$ cat src/tov_defs.vh
// Constants for the overflow timer block
`ifndef TOV_DEFS_VH
`define TOV_DEFS_VH
`define TOV_ADDR_W          4
`define TOV_REG_CTRL        4'h0
`define TOV_REG_CNT_LO      4'h1
`define TOV_REG_CNT_HI      4'h2
`define TOV_REG_FLAGS       4'h3
`define TOV_REG_ENABLES     4'h4
`define TOV_REG_OSC_CTRL    4'h5
`define TOV_REG_CMP1_LO     4'h6
`define TOV_REG_CMP1_HI     4'h7
`define TOV_REG_CMP2_LO     4'h8
`define TOV_REG_CMP2_HI     4'h9
`define TOV_REG_CMP_MODE    4'ha
`define TOV_REG_ADC_CTRL    4'hb
`define TOV_CTRL_ON         0
`define TOV_CTRL_SRC        1
`define TOV_CTRL_BYP        2
`define TOV_CTRL_OSCEN      3
`define TOV_CTRL_PS_LO      4
`define TOV_CTRL_PS_HI      5
`define TOV_CTRL_RUN        6
`define TOV_CTRL_WIDE       7
`define TOV_OSC_SCS_LO      0
`define TOV_OSC_SCS_HI      1
`define TOV_OSC_IDLE        7
`define TOV_SCS_SECONDARY   2'h1
`define TOV_CMP_TRIG_MODE   4'hb
`define TOV_FLAG_OVF        0
`define TOV_EN_OVF          0
`define TOV_ADC_EN          0
`define TOV_CNT_MAX         16'hffff
`define TOV_CNT_ZERO        16'h0000
`define TOV_BYTE_ZERO       8'h00
`define TOV_INSTR_DIV_MAX   2'h3
`define TOV_PS_ZERO         3'h0
`define TOV_DIV_ZERO        2'h0
`define TOV_MODE_ZERO       4'h0
`define TOV_PS_DIV4_END     2'h3
`define TOV_PS_DIV8_END     3'h7
`define TOV_MODE1_LO        0
`define TOV_MODE1_HI        3
`define TOV_MODE2_LO        4
`define TOV_MODE2_HI        7
`endif

$ cat src/tov_timer.v
// 16-bit overflow timer with trigger reset, prescaler and clock status flag
//
// Function
// System clock select 01 enters secondary run mode on the secondary oscillator.
// Sleep with idle bit clear while secondary selected gives secondary idle.
// Bit 6 of control reads 1 while secondary oscillator clocks the system.
// With clock monitor on, the flag follows the real clock source after failure.
// Counter counts 0000h to FFFFh and wraps to 0000h.
// Each wrap sets the overflow flag, which stays latched.
// Interrupt request raised only while the overflow enable is set.
// Compare mode 1011 trigger pulse from either unit clears the counter.
// Second unit trigger also starts a conversion when converter enabled.
// Trigger clear guaranteed only in timer or synchronous counter mode.
// Compare value acts as period: counter returns to zero on match.
// Software counter write in trigger cycle wins over the clear.
// Trigger clear never sets the overflow flag.
// Software sets high byte msb after overflow for one second ticks.
// Software never preloads the low byte in clock use.
// Software selects asynchronous mode, enables interrupt, keeps oscillator running.
// Source 0 counts every fourth core cycle; 1 counts external rising edges.
// Bypass bit 1 leaves external clock unsynchronised; 0 synchronises it. The code synchronises it for both settings.
// Prescale 00,01,10,11 divides by 1,2,4,8.
// Wide access: high byte buffered, low read loads, low write stores.
// Software must clear the latched overflow flag itself.
`timescale 1ns/1ps
`include "tov_defs.vh"

module tov_timer (
  input  wire                   clk_in,
  input  wire                   rst_in,
  input  wire                   ce_in,
  input  wire [`TOV_ADDR_W-1:0] addr_in,
  input  wire [7:0]             wdata_in,
  input  wire                   wr_in,
  input  wire                   rd_in,
  input  wire                   ext_clk_in,
  input  wire                   sleep_cmd_in,
  input  wire                   wake_in,
  input  wire                   fail_safe_en_in,
  input  wire                   osc_fail_in,
  input  wire                   cmp1_match_in,
  input  wire                   cmp2_match_in,
  output reg  [7:0]             rdata_out,
  output wire                   overflow_irq_out,
  output reg                    adc_start_out,
  output reg                    sec_run_out,
  output reg                    sec_idle_out,
  output reg                    secondary_osc_on_out
);

  localparam MODE_PRI_RUN = 3'b001;
  localparam MODE_SEC_RUN = 3'b010;
  localparam MODE_SEC_IDL = 3'b100;

  reg [7:0]  timer_control_reg_q;
  reg [7:0]  oscillator_control_reg_q;
  reg [15:0] count_q;
  reg [7:0]  hi_buf_q;
  reg        overflow_irq_flag_q;
  reg        overflow_irq_enable_q;
  reg [15:0] cmp1_val_q;
  reg [15:0] cmp2_val_q;
  reg [3:0]  cmp1_mode_q;
  reg [3:0]  cmp2_mode_q;
  reg        adc_en_q;
  reg [2:0]  mode_q;
  reg [1:0]  instr_div_q;
  reg [2:0]  ps_q;
  reg        ext_s1_q;
  reg        ext_s2_q;
  reg        ext_s3_q;
  reg        fail_s1_q;
  reg        fail_s2_q;

  wire on_w    = timer_control_reg_q[`TOV_CTRL_ON];
  wire src_w   = timer_control_reg_q[`TOV_CTRL_SRC];
  wire byp_w   = timer_control_reg_q[`TOV_CTRL_BYP];
  wire wide_w  = timer_control_reg_q[`TOV_CTRL_WIDE];
  wire [1:0] ps_sel_w = timer_control_reg_q[`TOV_CTRL_PS_HI:`TOV_CTRL_PS_LO];
  wire [1:0] scs_w    = oscillator_control_reg_q[`TOV_OSC_SCS_HI:`TOV_OSC_SCS_LO];

  // Register strobes; a low clock enable masks the whole bus
  wire wr_ctrl = ce_in && wr_in && (addr_in == `TOV_REG_CTRL);
  wire wr_lo   = ce_in && wr_in && (addr_in == `TOV_REG_CNT_LO);
  wire wr_hi   = ce_in && wr_in && (addr_in == `TOV_REG_CNT_HI);
  wire rd_lo   = ce_in && rd_in && (addr_in == `TOV_REG_CNT_LO);

  // Trigger from a compare unit in special event mode
  function trig_of;
    input [3:0]  mode;
    input        match;
    begin
      trig_of = match && (mode == `TOV_CMP_TRIG_MODE);
    end
  endfunction

  // compare as period
  wire trig1_w = trig_of(cmp1_mode_q, cmp1_match_in || (count_q == cmp1_val_q));
  wire trig2_w = trig_of(cmp2_mode_q, cmp2_match_in || (count_q == cmp2_val_q));

  // source select
  wire ext_edge_w = ext_s2_q && !ext_s3_q;
  wire instr_tick_w = (instr_div_q == `TOV_INSTR_DIV_MAX);
  wire src_tick_w = src_w ? ext_edge_w : instr_tick_w;

  // prescale
  reg ps_done_w;
  always @*
  begin
    case (ps_sel_w)
      2'h0: ps_done_w = 1'b1;
      2'h1: ps_done_w = (ps_q[0] == 1'b1);
      2'h2: ps_done_w = (ps_q[1:0] == `TOV_PS_DIV4_END);
      default: ps_done_w = (ps_q == `TOV_PS_DIV8_END);
    endcase
  end

  wire inc_w = on_w && src_tick_w && ps_done_w;
  // trigger clear applies except in asynchronous counter mode
  wire async_w = src_w && byp_w;
  wire trig_clr_w = (trig1_w || trig2_w) && !async_w;
  wire wr_cnt_w = wr_lo || (wr_hi && !wide_w);

  // sync stage is always present; bypass with the external source selected skips the trigger clear
  always @(posedge clk_in)
  begin
    if (rst_in)
    begin
      ext_s1_q  <= 1'b0;
      ext_s2_q  <= 1'b0;
      ext_s3_q  <= 1'b0;
      fail_s1_q <= 1'b0;
      fail_s2_q <= 1'b0;
    end
    else if (ce_in)
    begin
      ext_s1_q  <= ext_clk_in;
      ext_s2_q  <= ext_s1_q;
      ext_s3_q  <= ext_s2_q;
      fail_s1_q <= osc_fail_in;
      fail_s2_q <= fail_s1_q;
    end
  end

  always @(posedge clk_in)
  begin
    if (rst_in)
    begin
      count_q     <= `TOV_CNT_ZERO;
      hi_buf_q    <= `TOV_BYTE_ZERO;
      instr_div_q <= `TOV_DIV_ZERO;
      ps_q        <= `TOV_PS_ZERO;
    end
    else if (ce_in)
    begin
      instr_div_q <= instr_div_q + 2'h1;
      if (on_w && src_tick_w)
        ps_q <= ps_q + 3'h1;
      // write wins over trigger
      if (wr_lo)
      begin
        ps_q <= `TOV_PS_ZERO;
        // buffered high byte
        if (wide_w)
          count_q <= {hi_buf_q, wdata_in};
        else
          count_q <= {count_q[15:8], wdata_in};
      end
      else if (wr_hi && !wide_w)
        count_q <= {wdata_in, count_q[7:0]};
      // trigger clear
      else if (trig_clr_w)
        count_q <= `TOV_CNT_ZERO;
      // count and wrap
      else if (inc_w)
        count_q <= count_q + 16'h0001;
      if (wr_hi && wide_w)
        hi_buf_q <= wdata_in;
      else if (rd_lo && wide_w)
        hi_buf_q <= count_q[15:8];
    end
  end

  // latched flag, set wins over software clear; R13 only a wrap or a software write of 1 sets it
  wire wrap_w = inc_w && !wr_cnt_w && !trig_clr_w && (count_q == `TOV_CNT_MAX);
  wire wr_flags = ce_in && wr_in && (addr_in == `TOV_REG_FLAGS);

  always @(posedge clk_in)
  begin
    if (rst_in)
      overflow_irq_flag_q <= 1'b0;
    else if (ce_in)
    begin
      // A wrap in the same cycle as a software clear wins, so none is lost
      if (wrap_w)
        overflow_irq_flag_q <= 1'b1;
      else if (wr_flags)
        overflow_irq_flag_q <= wdata_in[`TOV_FLAG_OVF];
    end
  end

  // masked request
  assign overflow_irq_out = overflow_irq_flag_q && overflow_irq_enable_q;

  always @(posedge clk_in)
  begin
    if (rst_in)
    begin
      timer_control_reg_q      <= `TOV_BYTE_ZERO;
      oscillator_control_reg_q <= `TOV_BYTE_ZERO;
      overflow_irq_enable_q    <= 1'b0;
      cmp1_val_q               <= `TOV_CNT_ZERO;
      cmp2_val_q               <= `TOV_CNT_ZERO;
      cmp1_mode_q              <= `TOV_MODE_ZERO;
      cmp2_mode_q              <= `TOV_MODE_ZERO;
      adc_en_q                 <= 1'b0;
    end
    else if (ce_in && wr_in)
    begin
      if (wr_ctrl)
        timer_control_reg_q <= wdata_in;
      else if (addr_in == `TOV_REG_ENABLES)
        overflow_irq_enable_q <= wdata_in[`TOV_EN_OVF];
      else if (addr_in == `TOV_REG_OSC_CTRL)
        oscillator_control_reg_q <= wdata_in;
      else if (addr_in == `TOV_REG_CMP1_LO)
        cmp1_val_q[7:0] <= wdata_in;
      else if (addr_in == `TOV_REG_CMP1_HI)
        cmp1_val_q[15:8] <= wdata_in;
      else if (addr_in == `TOV_REG_CMP2_LO)
        cmp2_val_q[7:0] <= wdata_in;
      else if (addr_in == `TOV_REG_CMP2_HI)
        cmp2_val_q[15:8] <= wdata_in;
      else if (addr_in == `TOV_REG_CMP_MODE)
      begin
        cmp1_mode_q <= wdata_in[`TOV_MODE1_HI:`TOV_MODE1_LO];
        cmp2_mode_q <= wdata_in[`TOV_MODE2_HI:`TOV_MODE2_LO];
      end
      else if (addr_in == `TOV_REG_ADC_CTRL)
        adc_en_q <= wdata_in[`TOV_ADC_EN];
    end
  end

  // conversion start from second unit
  always @(posedge clk_in)
  begin
    if (rst_in)
      adc_start_out <= 1'b0;
    else if (ce_in)
      adc_start_out <= trig2_w && adc_en_q;
  end

  // power mode machine
  always @(posedge clk_in)
  begin
    if (rst_in)
      mode_q <= MODE_PRI_RUN;
    else if (ce_in)
    begin
      case (mode_q)
        MODE_PRI_RUN:
          if (scs_w == `TOV_SCS_SECONDARY)
            mode_q <= MODE_SEC_RUN;
        MODE_SEC_RUN:
          if (scs_w != `TOV_SCS_SECONDARY)
            mode_q <= MODE_PRI_RUN;
          else if (sleep_cmd_in && !oscillator_control_reg_q[`TOV_OSC_IDLE])
            mode_q <= MODE_SEC_IDL;
        MODE_SEC_IDL:
          if (wake_in)
            mode_q <= MODE_SEC_RUN;
        default:
          mode_q <= MODE_PRI_RUN;
      endcase
    end
  end

  // clock source status
  wire sec_clk_w = (mode_q != MODE_PRI_RUN) && !(fail_safe_en_in && fail_s2_q);

  // Status bit is read-only: the stored copy is never shown
  reg [7:0] ctrl_rd_w;
  always @*
  begin
    ctrl_rd_w = timer_control_reg_q;
    ctrl_rd_w[`TOV_CTRL_RUN] = sec_clk_w;
  end

  always @(posedge clk_in)
  begin
    if (rst_in)
    begin
      sec_run_out          <= 1'b0;
      sec_idle_out         <= 1'b0;
      secondary_osc_on_out <= 1'b0;
    end
    else if (ce_in)
    begin
      sec_run_out          <= (mode_q == MODE_SEC_RUN);
      sec_idle_out         <= (mode_q == MODE_SEC_IDL);
      secondary_osc_on_out <= timer_control_reg_q[`TOV_CTRL_OSCEN] || sec_clk_w;
    end
  end

  // Read port, data one cycle after strobe
  always @(posedge clk_in)
  begin
    if (rst_in)
      rdata_out <= `TOV_BYTE_ZERO;
    else if (ce_in)
    begin
      if (!rd_in)
        rdata_out <= `TOV_BYTE_ZERO;
      else if (addr_in == `TOV_REG_CTRL)
        rdata_out <= ctrl_rd_w;
      else if (addr_in == `TOV_REG_CNT_LO)
        rdata_out <= count_q[7:0];
      else if (addr_in == `TOV_REG_CNT_HI)
        rdata_out <= wide_w ? hi_buf_q : count_q[15:8];
      else if (addr_in == `TOV_REG_FLAGS)
        rdata_out <= {7'h00, overflow_irq_flag_q};
      else if (addr_in == `TOV_REG_ENABLES)
        rdata_out <= {7'h00, overflow_irq_enable_q};
      else if (addr_in == `TOV_REG_OSC_CTRL)
        rdata_out <= oscillator_control_reg_q;
      else if (addr_in == `TOV_REG_CMP1_LO)
        rdata_out <= cmp1_val_q[7:0];
      else if (addr_in == `TOV_REG_CMP1_HI)
        rdata_out <= cmp1_val_q[15:8];
      else if (addr_in == `TOV_REG_CMP2_LO)
        rdata_out <= cmp2_val_q[7:0];
      else if (addr_in == `TOV_REG_CMP2_HI)
        rdata_out <= cmp2_val_q[15:8];
      else if (addr_in == `TOV_REG_CMP_MODE)
        rdata_out <= {cmp2_mode_q, cmp1_mode_q};
      else if (addr_in == `TOV_REG_ADC_CTRL)
        rdata_out <= {7'h00, adc_en_q};
      else
        rdata_out <= `TOV_BYTE_ZERO;
    end
  end

endmodule

$ cat config.mk
export PLATFORM = sky130hd
export DESIGN_NAME = tov_timer
export DESIGN_NICKNAME = d
export VERILOG_FILES = /design/src/tov_timer.v
export VERILOG_INCLUDE_DIRS = /design/src
export SDC_FILE = /design/constraint.sdc
export NUM_CORES = 1
export LEC_CHECK = 0
export ABC_CLOCK_PERIOD_IN_PS = 2000
export BUFFER_PORTS_ARGS = -buffer_cell sky130_fd_sc_hd__clkbuf_2
export CAP_MARGIN = 20
export CORE_MARGIN = 2
export CORE_UTILIZATION = 25
export CTS_BUF_LIST = sky130_fd_sc_hd__clkbuf_4 sky130_fd_sc_hd__clkbuf_8
export DETAILED_ROUTE_END_ITERATION = 6
export PLACE_DENSITY = 0.47
export SLEW_MARGIN = 20
export SYNTH_ARGS = -nofsm -noshare
export SYNTH_HDL_FRONTEND = slang
export SYNTH_SLANG_ARGS = --single-unit
$ cat constraint.sdc
create_clock -name clk_in -period 2 [get_ports clk_in]
set_input_delay 0.2 -clock clk_in [delete_from_list [all_inputs] [get_ports clk_in]]
set_output_delay 0.2 -clock clk_in [all_outputs]
set_load 0.005 [all_outputs]
==> metrics.txt <==
fillers=2544; first-pass GRT wire length=32.8 mm; Starting DRT DRC Count=481; Die X-Extent=158 um; Top Ports=37; critical-path cell list=xor2_1 > nor4_1 > a41o_1 > a31o_4 > nor3_4 > buf_6 > a222oi_1 > o22ai_2; ANT nets after route=0; CP startpoint kind=register; sequential fraction of the synthesis area=0.361; final setup fails=14; ys flop type=dfxtp_1; max_cap viols=0; worst-path fanout max=6; status=complete, but fails checks; # diodes=0; Final Hold Viols=0; buffers added on ports=36; FFs w/ async S/R, synth=0; storage element area=2170 sq um; Setup TNS=-1.39 ns; RSZ-0062 raised after global routing=true; CP peak stage delay=0.39 ns; Synth area leader=dfxtp_1; Setup CP Type=register to register; initial antenna violation count=0; Yosys Warn Count=0; Syn Std Cell Area=5940 sq um; grt total ovfl=0; CTS tree=yes; multi-input logic area=3610 sq um; critical path's top delay family=compound AO/OA/AOI/OAI gates; Slew Limit Fails=0; number of global-route vias before repair=5373; Worst EP required=2.28 ns; Max VDD drop=0.245 mV; share of cells above drive strength 1=0.298; Vias/cell=4.90; period utilization=1.07; clk slew on worst S/H paths=0.11 ns; Core ar.=23400 sq um; area delta synth->final=27.1%; CTS Root Cell=clkbuf_8; final worst setup slack=-0.140 ns; Leak=3.09 nW; Vias=5566; Routed WL per cell=19.1 um; CTS max path bufs=2; Tot GR Track Use=0.178; Data arrival, critical path=2.42 ns; top post-synthesis cells by area=dfxtp_1 (36%), mux2i_1 (13%), nor2_1 (5.6%); WP buf/inv=1; Initial DRT Pass Iterations=4; largest net degree at the start of global routing=48; slowest CP cell=dfxtp_4; Slew Limit Headroom=0.556; Syn Inst Count=706; worst hold slack=0.0470 ns; DR DRC count=0; FF+latch count, synth=107; fmax=467 MHz; GP Congestion=0.862; CTS Sinks=107; nets=839; Syn Area/Cell=8.41 sq um; failing checks=setup timing; slew of the pin with the lowest slew margin=0.665 ns; EDFF count, synth=0; H-tree depth=3; Final min period=2.14 ns; Placement Rows=56; worst hold-check path type=primary input to register; Detailed Place HPWL=15.9 mm; Syn Nets=734; Hold Buf Count CTS=0; clk_lat worst skew=0.41 ns; Cell variety after synth=60; Power Dens Cells=520 nW/um^2; share of the synthesized area in the top cell type=0.361; Worst setup EP type=register; starting density of the core=0.254; Num CTS Buffers=9; Max Clock Skew=0.0155 ns; Die H=158 um; drt total wl=21.7 mm; full die area=25000 sq um
## cell families after synthesis
kind of cell               share of synthesized area
DFF                                            0.361
muxes                                          0.143
xor gates and xnor gates                      0.0531
adders and majority gates                    0.00843
buffers and inverters                         0.0541
and+or+nand+nor                                0.186
AOI/OAI and AO/OA                              0.194
## routing by layer
| layer | routed length [um] | vias up | track usage |
|---|---|---|---|
| li1 | - | 2727 | - |
| met1 | 9860 | 2681 | 0.238 |
| met2 | 10400 | 123 | 0.291 |
| met3 | 910 | 35 | 0.0252 |
| met4 | 598 | 0 | 0.0661 |
| met5 | 0 | - | 0 |
## metrics by stage
stage / util / instances / total power, W / setup WS, ns / cell area (sq um)
after floorplan: - / 706 / 0.00244 / 0.0469 / 5940
after global placement: 0.306 / 1116 / 0.00263 / -0.200 / 7160
after detailed placement: 0.306 / 1116 / 0.00263 / -0.273 / 7160
after CTS: 0.317 / 1133 / 0.00396 / -0.102 / 7410
after global routing: 0.323 / 1135 / 0.00408 / -0.209 / 7550
final: 0.323 / 1135 / 0.00392 / -0.140 / 7550
## final cells by class
type | count | share of cell area
multi-input cells | 527 | 0.479
inverters | 9 | 0.00448
repair buffers | 157 | 0.152
clock buffers | 10 | 0.0182
flip-flops and latches | 107 | 0.288
well taps | 319 | 0.0529
clock inverters | 6 | 0.00613
## layout by cell type (no fill, tap or decap), types with 6 or more instances in the layout
cell type,n
dfxtp_2,17
buf_4,115
nand2b_1,14
nand2_1,45
a211oi_1,10
xor2_1,34
nor2b_1,10
inv_1,9
nor3_1,14
a22o_1,10
o22ai_2,6
a21oi_1,50
dfxtp_1,87
clkbuf_8,10
clkbuf_2,35
o21ai_0,40
nor2_1,86
nor2_2,7
mux2i_1,77
nand3_1,14
a32o_1,10
a22oi_1,6
## synthesized netlist by cell type, types with 11 or more instances
cell type / instances
nor3_1: 17
buf_2: 17
o21ai_0: 42
nand2_1: 47
nand3_1: 14
nand2b_1: 14
a21oi_1: 51
nor2b_1: 11
mux2i_1: 77
nor2_1: 89
dfxtp_1: 107
xor2_1: 35
clkbuf_1: 30
## registers in the layout, summed over array words and instances, names as in the netlist, 2 cells and up
register	count
cmp1_val_q	16
cmp2_val_q	16
count_q	16
hi_buf_q	8
oscillator_control_reg_q	8
rdata_out	8
timer_control_reg_q	7
cmp1_mode_q	4
cmp2_mode_q	4
mode_q	3
ps_q	3
instr_div_q	2
## path summary, 6_finish.rpt
check / to / start / depth (start not counted) / slack [ns]
worst min register to register: rdata_out[6] / rdata_out[6] / 2 / 0.47
worst max-delay path: count_q[9] / count_q[1] / 8 / -0.14
worst max register to register: count_q[9] / count_q[1] / 8 / -0.14
worst min-delay path: fail_s1_q / osc_fail_in / 3 / 0.05
## tightest hold or removal path, stage by stage
cell	delay, ns
clkbuf_2	0.07
mux2i_1	0.06
nor2_1	0.09
## timing repair
item	4_1_cts	5_1_grt
pin swaps	15	20
gates resized for setup	17	38
buffers inserted	1	2
setup endpoints to repair	18	19
## report_power, final
part	internal, W	total (W)	switching [W]
Sequential	0.00215	0.00217	0.0000173
Clock	0.000497	0.00133	0.000833
Combinational	0.000160	0.000427	0.000267
(Power assumes the default switching activity.)
